--- config.mk ---
export PLATFORM = sky130hd
export DESIGN_NAME = spic_config_port
export DESIGN_NICKNAME = d
export VERILOG_FILES = /design/src/spic_config_port.v
export VERILOG_INCLUDE_DIRS = /design/src /design/src/common
export SDC_FILE = /design/constraint.sdc
export NUM_CORES = 1
export LEC_CHECK = 0
export BUFFER_PORTS_ARGS = -buffer_cell sky130_fd_sc_hd__buf_2
export CORE_MARGIN = 8
export CORE_UTILIZATION = 65
export CTS_CLUSTER_SIZE = 20
export DETAILED_ROUTE_END_ITERATION = 7
export GPL_ROUTABILITY_DRIVEN = 1
export MAX_ROUTING_LAYER = met4
export PLACE_DENSITY = 0.86
export SLEW_MARGIN = 20
export SYNTH_ARGS = -nofsm -noshare
export SYNTH_HDL_FRONTEND = slang
export SYNTH_SLANG_ARGS = --single-unit
--- constraint.sdc ---
create_clock -name clock -period 5 [get_ports clock]
set_clock_uncertainty 0.2 [all_clocks]
set_input_delay 1 -clock clock [delete_from_list [all_inputs] [get_ports clock]]
set_output_delay 1 -clock clock [all_outputs]
set_load 0.02 [all_outputs]
--- src/common/spic_map.vh ---
`ifndef SPIC_MAP_VH
`define SPIC_MAP_VH

// register offsets on the serial control port (15-bit address space)
`define SPIC_ADDR_W          15
`define SPIC_OFS_CFG_A       15'h0000
`define SPIC_OFS_CFG_B       15'h0001
`define SPIC_OFS_DEV         15'h0002

// serial_port_config_a field positions
`define SPIC_A_MAIN_RST      0
`define SPIC_A_LOW_FIRST     1
`define SPIC_A_ADDR_UP       2
`define SPIC_A_FOUR_WIRE     3

// serial_port_config_b field positions
`define SPIC_B_RST_ZERO      1
`define SPIC_B_RST_ONE       2
`define SPIC_B_STALL         6
`define SPIC_B_ONE_INSTR     7

// reset values
`define SPIC_CFG_A_RST       3'h0
`define SPIC_CFG_B_RST       5'h00
`define SPIC_DEV_RST         8'h00

// instruction word: read/write flag then 15 address bits
`define SPIC_INSTR_BITS      4'hF
`define SPIC_BYTE_LAST       3'h7

// self-clearing reset pulse length
`define SPIC_CLK_PERIOD_NS   50
`define SPIC_RST_PULSE_NS    400
`define SPIC_RST_CYCLES      ((`SPIC_RST_PULSE_NS + `SPIC_CLK_PERIOD_NS - 1) \
                              / `SPIC_CLK_PERIOD_NS)

`endif

--- src/spic_config_port.v ---
`timescale 1ns/1ps
`include "spic_map.vh"

module spic_config_port (
   input  wire       clock,
   input  wire       reset,
   input  wire       sclk,
   input  wire       cs_n,
   input  wire       sdio_in,
   output reg        sdio_out,
   output reg        sdio_oe,
   output reg        sdo,
   output reg        sdo_oe,
   output wire       main_soft_reset,
   output wire       reset_one_pulse,
   output wire       reset_zero_pulse,
   output wire       four_wire_enable,
   output wire       bit_order_low_first,
   output wire       addr_direction_up,
   output wire       select_stall_enable,
   output wire       one_instruction_mode,
   output wire [3:0] device_state_field,
   output wire [1:0] customer_op_mode,
   output wire [1:0] system_op_mode
);

   // ****************************************************************
   // states
   // ****************************************************************
   localparam [3:0] ST_IDLE  = 4'b0001;
   localparam [3:0] ST_INSTR = 4'b0010;
   localparam [3:0] ST_DATA  = 4'b0100;
   localparam [3:0] ST_HOLD  = 4'b1000;
   localparam integer RST_CYCLES = `SPIC_RST_CYCLES;
   localparam [3:0] RST_LEN  = RST_CYCLES[3:0];

   reg  [2:0]                cfg_a_q;    // bits 3..1 of config a
   reg  [4:0]                cfg_b_q;    // bits 7..3 of config b
   reg  [7:0]                dev_q;
   reg  [3:0]                cnt_main_q;
   reg  [3:0]                cnt_one_q;
   reg  [3:0]                cnt_zero_q;
   reg  [2:0]                sclk_s_q;
   reg  [1:0]                cs_s_q;
   reg  [1:0]                din_s_q;
   reg  [3:0]                state_q;
   reg  [3:0]                cnt_q;
   reg  [15:0]               sh_q;
   reg  [`SPIC_ADDR_W-1:0]   addr_q;
   reg                       rd_q;
   reg                       lsb_q;      // bit order held for a frame
   reg  [7:0]                rd_byte_q;

   wire                      sclk_rise;
   wire                      sclk_fall;
   wire                      cs_act;
   wire [15:0]               sh_next;
   wire [7:0]                byte_in;
   wire [`SPIC_ADDR_W-1:0]   addr_step;

   // ****************************************************************
   // helper functions
   // ****************************************************************
   // one serial bit into the shift word, from the top when low first
   function [15:0] shift_in;
      input [15:0] v;
      input        b;
      input        low_first;
      begin
         shift_in = low_first ? {b, v[15:1]} : {v[14:0], b};
      end
   endfunction

   // read bit for the current count in the frame's bit order
   function pick_bit;
      input [7:0] v;
      input [2:0] n;
      input       low_first;
      begin
         pick_bit = low_first ? v[n] : v[3'h7 - n];
      end
   endfunction

   // register read mux; unmapped addresses read as zero
   function [7:0] reg_read;
      input [`SPIC_ADDR_W-1:0] a;
      reg   [3:0]              lo;
      begin
         lo = {cfg_a_q, (cnt_main_q != 4'h0)};
         case (a)
            `SPIC_OFS_CFG_A:
               reg_read = {lo[0], lo[1], lo[2], lo[3], lo};
            `SPIC_OFS_CFG_B: reg_read = {cfg_b_q, (cnt_one_q != 4'h0),
                                         (cnt_zero_q != 4'h0), 1'b0};
            `SPIC_OFS_DEV:   reg_read = dev_q;
            default:         reg_read = 8'h00;
         endcase
      end
   endfunction

   // ****************************************************************
   // pin synchronisers and edge detection
   // ****************************************************************
   // two flops before use; the third sclk flop only serves edge finding
   always @(posedge clock or posedge reset) begin
      if (reset) begin
         sclk_s_q <= 3'h0;
         cs_s_q   <= 2'h3;
         din_s_q  <= 2'h0;
      end else begin
         sclk_s_q <= {sclk_s_q[1:0], sclk};
         cs_s_q   <= {cs_s_q[0], cs_n};
         din_s_q  <= {din_s_q[0], sdio_in};
      end
   end

   assign sclk_rise = sclk_s_q[1] & ~sclk_s_q[2];
   assign sclk_fall = ~sclk_s_q[1] & sclk_s_q[2];
   assign cs_act    = ~cs_s_q[1];
   assign sh_next   = shift_in(sh_q, din_s_q[1], lsb_q);
   assign byte_in   = lsb_q ? sh_next[15:8] : sh_next[7:0];
   // step direction taken live from config a
   assign addr_step = cfg_a_q[`SPIC_A_ADDR_UP - 1] ?
                      addr_q + 15'h0001 : addr_q - 15'h0001;

   // ****************************************************************
   // serial engine and register file
   // ****************************************************************
   // writes land when the eighth bit of a byte is taken
   always @(posedge clock or posedge reset) begin
      if (reset) begin
         state_q    <= ST_IDLE;
         cnt_q      <= 4'h0;
         sh_q       <= 16'h0000;
         addr_q     <= 15'h0000;
         rd_q       <= 1'b0;
         lsb_q      <= 1'b0;
         rd_byte_q  <= 8'h00;
         cfg_a_q    <= `SPIC_CFG_A_RST;
         cfg_b_q    <= `SPIC_CFG_B_RST;
         dev_q      <= `SPIC_DEV_RST;
         cnt_main_q <= 4'h0;
         cnt_one_q  <= 4'h0;
         cnt_zero_q <= 4'h0;
      end else begin
         // reset pulse counters run down on their own
         if (cnt_one_q != 4'h0)
            cnt_one_q <= cnt_one_q - 4'h1;
         if (cnt_zero_q != 4'h0)
            cnt_zero_q <= cnt_zero_q - 4'h1;
         if (cnt_main_q != 4'h0)
            cnt_main_q <= cnt_main_q - 4'h1;
         if (!cs_act) begin
            state_q <= ST_IDLE;
         end else begin
            case (state_q)
               ST_IDLE: begin
                  // bit order is frozen per frame; a change mid-word would
                  // scramble the byte being shifted
                  lsb_q   <= cfg_a_q[`SPIC_A_LOW_FIRST - 1];
                  cnt_q   <= 4'h0;
                  state_q <= ST_INSTR;
               end
               ST_INSTR: begin
                  if (sclk_rise) begin
                     sh_q  <= sh_next;
                     cnt_q <= cnt_q + 4'h1;
                     if (cnt_q == `SPIC_INSTR_BITS) begin
                        cnt_q     <= 4'h0;
                        rd_q      <= sh_next[15];
                        addr_q    <= sh_next[14:0];
                        rd_byte_q <= reg_read(sh_next[14:0]);
                        state_q   <= ST_DATA;
                     end
                  end
               end
               ST_DATA: begin
                  if (sclk_rise) begin
                     sh_q  <= sh_next;
                     cnt_q <= cnt_q + 4'h1;
                     if (cnt_q[2:0] == `SPIC_BYTE_LAST) begin
                        cnt_q     <= 4'h0;
                        addr_q    <= addr_step;
                        rd_byte_q <= reg_read(addr_step);
                        if (cfg_b_q[`SPIC_B_ONE_INSTR - 3])
                           state_q <= ST_HOLD;
                        if (!rd_q) begin
                           case (addr_q)
                              `SPIC_OFS_CFG_A: begin
                                 cfg_a_q <= byte_in[3:1];
                                 if (byte_in[`SPIC_A_MAIN_RST])
                                    cnt_main_q <= RST_LEN;
                              end
                              `SPIC_OFS_CFG_B: begin
                                 cfg_b_q <= byte_in[7:3];
                                 if (byte_in[`SPIC_B_RST_ONE])
                                    cnt_one_q <= RST_LEN;
                                 if (byte_in[`SPIC_B_RST_ZERO])
                                    cnt_zero_q <= RST_LEN;
                              end
                              `SPIC_OFS_DEV: dev_q <= byte_in;
                              default: dev_q <= dev_q;
                           endcase
                        end
                     end
                  end
               end
               ST_HOLD: state_q <= ST_HOLD;
               default: state_q <= ST_IDLE;
            endcase
         end
         // the main reset returns the configuration to defaults as it ends
         if (cnt_main_q == 4'h1) begin
            cfg_a_q <= `SPIC_CFG_A_RST;
            cfg_b_q <= `SPIC_CFG_B_RST;
            dev_q   <= `SPIC_DEV_RST;
         end
      end
   end

   // ****************************************************************
   // read data driver
   // ****************************************************************
   // new bit after each falling sclk edge, held through the rising edge
   always @(posedge clock or posedge reset) begin
      if (reset) begin
         sdio_out <= 1'b0;
         sdio_oe  <= 1'b0;
         sdo      <= 1'b0;
         sdo_oe   <= 1'b0;
      end else begin
         if (cs_act && state_q == ST_DATA && rd_q) begin
            if (sclk_fall) begin
               sdio_out <= pick_bit(rd_byte_q, cnt_q[2:0], lsb_q);
               sdo      <= pick_bit(rd_byte_q, cnt_q[2:0], lsb_q);
            end
            sdo_oe  <= cfg_a_q[`SPIC_A_FOUR_WIRE - 1];
            sdio_oe <= ~cfg_a_q[`SPIC_A_FOUR_WIRE - 1];
         end else begin
            sdio_oe <= 1'b0;
            sdo_oe  <= 1'b0;
         end
      end
   end

   // ****************************************************************
   // configuration outputs
   // ****************************************************************
   assign main_soft_reset      = (cnt_main_q != 4'h0);
   assign reset_one_pulse      = (cnt_one_q != 4'h0);
   assign reset_zero_pulse     = (cnt_zero_q != 4'h0);
   assign four_wire_enable     = cfg_a_q[`SPIC_A_FOUR_WIRE - 1];
   assign bit_order_low_first  = cfg_a_q[`SPIC_A_LOW_FIRST - 1];
   assign addr_direction_up    = cfg_a_q[`SPIC_A_ADDR_UP - 1];
   assign select_stall_enable  = cfg_b_q[`SPIC_B_STALL - 3];
   assign one_instruction_mode = cfg_b_q[`SPIC_B_ONE_INSTR - 3];
   assign device_state_field   = dev_q[7:4];
   assign customer_op_mode     = dev_q[3:2];
   assign system_op_mode       = dev_q[1:0];

endmodule // spic_config_port
==> results of run 1 <==
-- Yosys cell counts (all sizes together), types with 4 or more instances --
cell type and instances:
dfrtp 84, nor2 61, o21ai 59, nand2 55, a21oi 36, mux2i 35
clkbuf 26, inv 24, nand3 17, nor3 15, and3 11, nor4 11
ha 10, mux2 10, buf 9, or3 9, o2bb2ai 8, xnor2 8
nand4 7, o22ai 7, a22oi 6, and2 6, nor3b 6, mux4 5
nand2b 5, xor2 5, a211oi 4, nor2b 4, o31ai 4
-- path summary, 6_finish.rpt --
kind	start	end	slack, ns
max	state_q[3]$_DFFE_PP0P_	rd_byte_q[7]$_DFFE_PP0P_	1.37
min	din_s_q[0]$_DFF_PP0_	din_s_q[1]$_DFF_PP0_	0.16
max reg2reg	state_q[3]$_DFFE_PP0P_	rd_byte_q[7]$_DFFE_PP0P_	1.37
min reg2reg	din_s_q[0]$_DFF_PP0_	din_s_q[1]$_DFF_PP0_	0.16
max in group asynchronous	reset	sh_q[6]$_DFFE_PP0P_	3.06
min in group asynchronous	reset	sdo_oe$_DFF_PP0_	0.56
-- critical path, delay by kind of cell, from the launching register on --
| kind | cells | cell delay (ns) |
|---|---|---|
| and+or+nand+nor | 3 | 1.95 |
| DFF | 1 | 0.50 |
| AOI/OAI and AO/OA | 3 | 0.87 |
-- sequential cells by signal, summed over array words and instances, names as in the netlist, 4 cells and up --
name / flops
cnt_main_q: 4
cfg_b_q: 5
addr_q: 15
sh_q: 16
cnt_zero_q: 4
rd_byte_q: 8
cnt_q: 4
cnt_one_q: 4
state_q: 4
dev_q: 8
-- layer usage --
layer / up-vias / GRT usage (%) / part of all wire [%]
li1: 2148 / - / -
met5: - / - / 0
met3: 51 / 3.751 / 7.1
met4: 0 / 13.37 / 3.9
met2: 222 / 38.11 / 47
met1: 2244 / 31.60 / 42
-- power by group --
part / internal [W] / switching, W
combinational: 0.000304 / 0.000511
clock: 0.000207 / 0.000281
sequential: 0.000764 / 0.000129
-- layout make-up --
class / instances / area share, %
multi-input combinational: 445 / 51.28
sequential: 87 / 38.53
timing repair buffer: 28 / 2.653
clock buffer: 10 / 2.431
tap: 105 / 2.321
inverter: 25 / 1.680
clock inverter: 6 / 1.105
-- stage by stage --
stage               hold slack, ns  utilization (%)  setup slack, ns  instance area [sq um]  total power (W)
finish                      0.1586            70.30            1.372                   5660         0.002197
global route                0.1672            70.30            1.148                   5660         0.002321
CTS                         0.1610            70.09            1.488                   5643         0.002172
detailed placement          0.1405            67.60            1.557                   5443         0.001687
global placement            0.1344            67.60            1.699                   5443         0.001662
floorplan                   0.1312                -            1.555                   5294         0.001497
-- cells by family (layout without fill, tap and decap cells) --
| kind of cell | count (synthesis) | after routing |
|---|---|---|
| xor gates and xnor gates | 13 | 13 |
| DFF | 87 | 87 |
| and+or+nand+nor | 229 | 229 |
| muxes | 50 | 50 |
| AOI/OAI and AO/OA | 143 | 143 |
| adders and majority gates | 10 | 10 |
| buffers and inverters | 60 | 69 |
==> flow_summary.yaml, run 1 <==
run_status:
  status: "complete, no violations"
setup_path:
  endpoint_kind: "flip-flop"
  slowest_stage: "or4b_1"
  path_cells: "or4b_1, o2bb2ai_1, or2_1, nor4_1, a21oi_1, o21ai_1"
  cp_max_fo: 28
  path_class: "reg -> reg"
  reg2reg_depth: 6
  critPathLaunchType: "flip-flop"
  cpPeakStageDelay_ns: 0.94
  cp.required_ns: 5.06
  cp.arrival_ns: 3.69
clock_tree:
  insertion_delay_ns: 0.37
  cts_made_buffers: 9
  root_buffer: "clkbuf_8"
  hold_buffers: 0
  ctsResizeCount: 0
  htreeDepth: 3
  cts_tree: "yes"
  cts.clk_slew.worst_paths_ns: 0.10
  ctsLongestPathBuffers: 2
  cts_setup_buffers: 0
  cts_sinks: 87
cells_and_area:
  mostFrequentLayoutCell: "dfrtp_1"
  fill_cells: 621
  nets: 611
  n_antenna_cell: 0
  drive_above_1_share_pct: 12.31
  finalNonFillerCells: 706
  layout_common_cells: "dfrtp_1, nor2_1, nand2_1"
  multi_input_area_sq_um: 2903
  ff_latch_area_sq_um: 2181
  synthToLayoutAreaGrowth_pct: 6.925
synth:
  synthXorXnorAreaFrac_pct: 2.151
  synth_compound_area_share_pct: 16.43
  ys_ff_latch: 87
  synth_area_leaders: "dfrtp_1, mux2i_1, o21ai_0"
  synth_edf_count: 0
  avgSynthCellArea_sq_um: 8.942
  syn_inst: 592
  yosysUniqueCellTypes: 61
  synth_top_area_cell: "dfrtp_1"
  syn_nets: 607
  synthArstFlopShare_pct: 100.0
  synth-adder-area-share_pct: 2.364
  synth_top_area_share_pct: 39.71
  synth_area_sq_um: 5294
  synth-main-ff-cell: "dfrtp_1"
  synthMuxAreaShare_pct: 10.87
  ys_seq_area_share_pct: 41.20
  synthSimpleGateAreaFrac_pct: 22.45
  synth_top_family_by_area: "simple AND/OR/NAND/NOR gates"
  yosysWarnings: 0
sta:
  max_clock_freq_mhz: 275.6
  fin_crit_ns: 3.628
  finalSetupTns_ns: 0
  slew_headroom_pct: 35.95
  setup_viol: 0
  finalCritPeriodShare_pct: 72.57
  drv_slew: 0
  rsz0062_at_grt: "no"
  tightestPinTransition_ns: 0.9587
  hold_viol: 0
hold_path:
  worst_hold_path_type: "reg -> reg"
  hold_depth: 0
place:
  gp_congestion: 1.030
  placed_cells: 690
  place.detailed.hpwl_mm: 9.906
  io_buffers: 24
routing:
  dr.pass1.iters: 5
  avgViaCountPerCell: 6.608
  antenna_left: 0
  wl_mm: 13.33
  drt-initial-drc-count: 375
  avgRoutedWirePerCell_um: 18.89
  num_vias: 4665
  drc: 0
job:
  drv_cap: 0
grt:
  grt_max_degree: 53
  grtUsageTotal_pct: 24.99
  grt_first_pass_wirelength_mm: 22.07
  overflow: 0
  grt_pass1_vias: 4513
  antenna_found_initial: 0
floorplan:
  rows: 33
  die_w_um: 106.2
  die_h_um: 106.2
  die-area_sq_um: 11290
  start_util_pct: 65.75
  io_pins: 25
  core_region_area_sq_um: 8051
power_and_ir_drop:
  leakage_nw: 2.634
  ir_drop_v: 0.0002700
  p_per_area_nw_per_um2: 388.1
No activity file was read; power rests on OpenSTA's default activity.
==> run 2, diff against run 1 <==
CORE_UTILIZATION = 62   (was 65)
PLACE_DENSITY = 0.82   (was 0.86)
clock period = 3.7 ns   (was 5 ns; I/O delays follow)
==> flow_summary.yaml, run 2 (synthesis results as in run 1) <==
run_status:
  status: "complete, no violations"
grt:
  grt_max_degree: 35
  grt.busiest_layer: "met2"
  globalRouteMet3Util_pct: 4.343
  use_met1_pct: 30.36
  grt_pass1_vias: 4430
  grtUsageTotal_pct: 23.95
  overflow: 0
  grt_first_pass_wirelength_mm: 21.74
  use_met2_pct: 38.49
  antenna_found_initial: 0
clock_tree:
  cts_made_buffers: 9
  hold_buffers: 0
  cts.clk_slew.worst_paths_ns: 0.10
  insertion_delay_ns: 0.36
  htreeDepth: 3
  ctsLongestPathBuffers: 2
  cts_sinks: 87
  cts_setup_buffers: 0
  ctsResizeCount: 0
  root_buffer: "clkbuf_8"
  cts_tree: "yes"
cells_and_area:
  drive_above_1_share_pct: 13.56
  largest_reg_flops: 16
  top_register: "sh_q"
  synthToLayoutAreaGrowth_pct: 8.414
  finalNonFillerCells: 717
  top_regs: "sh_q x16, addr_q x15"
  final_util_pct: 69.50
  layout_common_cells: "dfrtp_1, nor2_1, nand2_1"
  nets: 622
  mostFrequentLayoutCell: "dfrtp_1"
  n_antenna_cell: 0
floorplan:
  start_util_pct: 64.11
  die_w_um: 108.4
  die-area_sq_um: 11750
  core_region_area_sq_um: 8258
  io_pins: 25
  die_h_um: 108.4
  rows: 33
sta:
  fin_ws_ns: 0.6018
  tightestPinTransition_ns: 0.8927
  max_clock_freq_mhz: 322.8
  finalCritPeriodShare_pct: 83.74
  fin_crit_ns: 3.098
  finalSetupTns_ns: 0
  slew_headroom_pct: 40.49
  drv_slew: 0
  hold-worst-slack_ns: 0.1558
  setup_viol: 0
  rsz0062_at_grt: "no"
  hold_viol: 0
routing:
  drc: 0
  drt-initial-drc-count: 377
  dr.pass1.iters: 5
  num_vias: 4566
  avgViaCountPerCell: 6.368
  wl_mm: 13.25
  avgRoutedWirePerCell_um: 18.48
  antenna_left: 0
hold_path:
  worst_hold_path_type: "in -> async"
setup_path:
  worstReg2RegStart: "state_q[3]$_DFFE_PP0P_"
  slowest_stage: "or4b_1"
  r2r_slack_ns: 0.60
  cpPeakStageDelay_ns: 0.74
  reg2reg_to: "rd_byte_q[3]$_DFFE_PP0P_"
  critPathLaunchType: "flip-flop"
  crit_family: "simple AND/OR/NAND/NOR gates"
  path_cells: "or4b_1, buf_4, or4_4, a2111oi_4, nand4_4, o21ai_1"
  path_buf_inv: 1
  reg2reg_depth: 6
  path_class: "reg -> reg"
  endpoint_kind: "flip-flop"
  cp_max_fo: 14
  cp.required_ns: 3.78
  cp.arrival_ns: 3.18
power_and_ir_drop:
  p_per_area_nw_per_um2: 527.8
  ir_drop_v: 0.0003359
  leakage_nw: 2.689
place:
  post-place-ws_ns: 0.6130
  io_buffers: 24
  place.detailed.hpwl_mm: 9.886
  gp_congestion: 0.9591
  placed_cells: 701
job:
  drv_cap: 0
## run 2: worst register-to-register path: cells and delay by family, from the launching register on
kind,cells,cell delay [ns]
buffers and inverters,1,0.27
DFF,1,0.49
AOI/OAI and AO/OA,2,0.57
and+or+nand+nor,3,1.50
## run 2: area by class of cell
cell class,count,area (sq um)
multi-input cells,445,2885
fillers,660,2519
flip-flops and latches,87,2181
repair buffers,39,232.7
well taps,105,131.4
clock buffers,9,123.9
inverters,25,95.09
clock inverters,7,90.09
## run 2: per-layer routing
layer	vias up	wire length (um)
met1	2205	5882
met2	173	6382
met3	22	817
met5	-	0
li1	2166	-
met4	0	164
## run 2: power by group
| group | switching, W | internal [W] |
|---|---|---|
| logic | 0.000697 | 0.000438 |
| registers | 0.000156 | 0.00103 |
| clock network | 0.000378 | 0.000327 |
| total | 0.00123 | 0.00180 |
## run 2: how the worst max path moves through the flow
stage	startpoint	endpoint	slack, ns	cells after the start
4_1_cts	state_q[3]$_DFFE_PP0P_	rd_byte_q[3]$_DFFE_PP0P_	0.59	6
3_3_place_gp	state_q[3]$_DFFE_PP0P_	rd_byte_q[2]$_DFFE_PP0P_	0.69	6
2_1_floorplan	reset	addr_q[0]$_DFFE_PP0P_	0.51	1
6_report	state_q[3]$_DFFE_PP0P_	rd_byte_q[3]$_DFFE_PP0P_	0.60	6
5_1_grt	state_q[3]$_DFFE_PP0P_	addr_q[6]$_DFFE_PP0P_	0.48	6
3_5_place_dp	state_q[3]$_DFFE_PP0P_	rd_byte_q[3]$_DFFE_PP0P_	0.61	6
## run 2: per-stage QoR
| step | cell area [sq um] | total power, W |
|---|---|---|
| floorplan | 5294 | 0.002023 |
| global placement | 5525 | 0.002275 |
| detailed placement | 5525 | 0.002317 |
| CTS | 5739 | 0.003026 |
| global route | 5739 | 0.003206 |
| finish | 5739 | 0.003029 |
==> run 3, diff against run 2 <==
ABC_AREA = 1   (was default)
clock period = 3.2 ns   (was 3.7 ns; I/O delays follow)
==> flow_summary.yaml, run 3 <==
clock_tree:
  ctsResizeCount: 0
  cts_made_buffers: 9
  htreeDepth: 3
  cts_setup_buffers: 0
  insertion_delay_ns: 0.38
  root_buffer: "clkbuf_8"
  hold_buffers: 0
  ctsLongestPathBuffers: 2
  cts_sinks: 87
  cts.clk_slew.worst_paths_ns: 0.09
  cts_tree: "yes"
grt:
  grt.busiest_layer: "met2"
  use_met1_pct: 33.59
  grt_pass1_vias: 4758
  overflow: 0
  use_met2_pct: 39.19
  antenna_found_initial: 0
  globalRouteMet3Util_pct: 3.369
  grt_max_degree: 51
  grtUsageTotal_pct: 25.32
  grt_first_pass_wirelength_mm: 22.80
sta:
  tightestPinTransition_ns: 1.083
  hold_viol: 0
  finalSetupTns_ns: 0
  max_clock_freq_mhz: 350.9
  drv_slew: 0
  fin_crit_ns: 2.850
  finalCritPeriodShare_pct: 89.06
  setup_viol: 0
  rsz0062_at_grt: "no"
  slew_headroom_pct: 26.87
run_status:
  status: "complete, no violations"
floorplan:
  io_pins: 25
  rows: 34
  die_w_um: 108.8
  die_h_um: 108.8
  core_region_area_sq_um: 8551
  start_util_pct: 62.41
  die-area_sq_um: 11830
setup_path:
  cp.required_ns: 3.30
  cp_max_fo: 16
  path_cells: "buf_4, nand2_1, a21boi_0, nand3_1, nor2_2, nand2_1, nor2_1, nand2_1, nand3_1, a21oi_1, a21oi_1"
  cpMostUsedCell: "nand2_1"
  slowest_stage: "nor2_1"
  endpoint_kind: "flip-flop"
  critPathLaunchType: "flip-flop"
  path_class: "reg -> reg"
  cpPeakStageDelay_ns: 0.45
  reg2reg_depth: 11
  reg2reg_to: "rd_byte_q[2]$_DFFE_PP0P_"
  cp.arrival_ns: 2.95
  worstReg2RegStart: "lsb_q$_DFFE_PP0P_"
  r2r_slack_ns: 0.35
cells_and_area:
  n_antenna_cell: 0
  fill_cells: 737
  nets: 768
  top_register: "sh_q"
  largest_reg_flops: 16
  mostFrequentLayoutCell: "nand2_1"
  drive_above_1_share_pct: 11.48
  top_regs: "sh_q x16, addr_q x15"
  synthToLayoutAreaGrowth_pct: 8.417
  layout_common_cells: "nand2_1, inv_1, dfrtp_1"
routing:
  drt-initial-drc-count: 419
  avgViaCountPerCell: 5.874
  dr.pass1.iters: 5
  num_vias: 5087
  antenna_left: 0
  avgRoutedWirePerCell_um: 15.99
  drc: 0
  wl_mm: 13.85
synth:
  yosysMostFrequentCell: "nand2_1"
  synth-main-ff-cell: "dfrtp_1"
  ys_seq_area_share_pct: 40.87
  synth_top_area_share_pct: 39.39
  synthTopCellsByCount: "nand2_1, inv_1, dfrtp_1"
  syn_nets: 744
  avgSynthCellArea_sq_um: 7.320
  synthArstFlopShare_pct: 100.0
  yosysUniqueCellTypes: 48
  synth_edf_count: 0
  synth_top_area_cell: "dfrtp_1"
  synth_area_sq_um: 5336
  synth_area_leaders: "dfrtp_1, nand2_1, o21ai_0"
  yosysWarnings: 0
  ys_ff_latch: 87
  syn_inst: 729
place:
  place.detailed.hpwl_mm: 10.36
  io_buffers: 24
  gp_congestion: 0.9396
power_and_ir_drop:
  p_per_area_nw_per_um2: 682.9
  leakage_nw: 2.838
  p_total_w: 0.003951
  ir_drop_v: 0.0003252
hold_path:
  worst_hold_path_type: "in -> async"
job:
  drv_cap: 0
## run 3: area by class of cell
class	count	area [sq um]	share of cell area, %
Multi-Input combinational cell	530	2691	46.52
Clock buffer	10	137.6	2.379
Sequential cell	87	2181	37.69
Tap cell	108	135.1	2.336
Clock inverter	6	91.34	1.579
Timing Repair Buffer	33	200.2	3.460
Inverter	92	349.1	6.034
## run 3: worst max-delay path by stage
stage                     slack, ns                        to                    from
after global placement         0.51     addr_q[4]$_DFFE_PP0P_  state_q[1]$_DFFE_PP0P_
after floorplan                0.11     addr_q[0]$_DFFE_PP0P_                   reset
after CTS                      0.41  rd_byte_q[2]$_DFFE_PP0P_       lsb_q$_DFFE_PP0P_
final                          0.35  rd_byte_q[2]$_DFFE_PP0P_       lsb_q$_DFFE_PP0P_
after detailed placement       0.43  rd_byte_q[6]$_DFFE_PP0P_       lsb_q$_DFFE_PP0P_
after global routing           0.06  rd_byte_q[7]$_DFFE_PP0P_       lsb_q$_DFFE_PP0P_
## run 3: power by group
| group | switching (W) | internal [W] | leakage (nW) |
|---|---|---|---|
| sequential | 0.000167 | 0.00125 | 1.17 |
| clock | 0.000433 | 0.000467 | 0.117 |
| combinational | 0.00114 | 0.000490 | 1.55 |
| total | 0.00174 | 0.00221 | 2.84 |
## run 3: critical path: cells and delay by family, from the launching register on
family | cells | cell delay, ns
buffers and inverters | 1 | 0.21
and+or+nand+nor | 7 | 1.36
AOI/OAI and AO/OA | 3 | 0.58
DFF | 1 | 0.42
## run 3: logic make-up (layout without fill, tap and decap cells)
family / count (synthesis) / in the layout / synth area share, %
mux: 2 / 2 / 0.4220
xor+xnor: 8 / 8 / 1.454
flops: 87 / 87 / 40.87
buf+inv: 112 / 141 / 8.792
simple gates: 358 / 358 / 30.15
compound gates: 152 / 152 / 15.97
fa+ha+maj: 10 / 10 / 2.345
## run 3: metrics by stage
stage	cell area [sq um]	utilization, %	worst slack, ns	hold WS [ns]	std cells
floorplan	5336	-	0.1148	0.1312	729
global placement	5557	64.98	0.5096	0.1334	850
finish	5786	67.66	0.3499	0.1399	866
CTS	5786	67.66	0.4118	0.1500	866
global route	5786	67.66	0.06471	0.1473	866
detailed placement	5557	64.98	0.4341	0.1402	850
## run 3: layer usage
layer | share of wire (%) | wire length [um] | vias to the layer above
li1 | - | - | 2450
met1 | 45 | 6212 | 2399
met2 | 46 | 6350 | 208
met3 | 7.1 | 985 | 30
met4 | 2.2 | 298 | 0
met5 | 0 | 0 | -
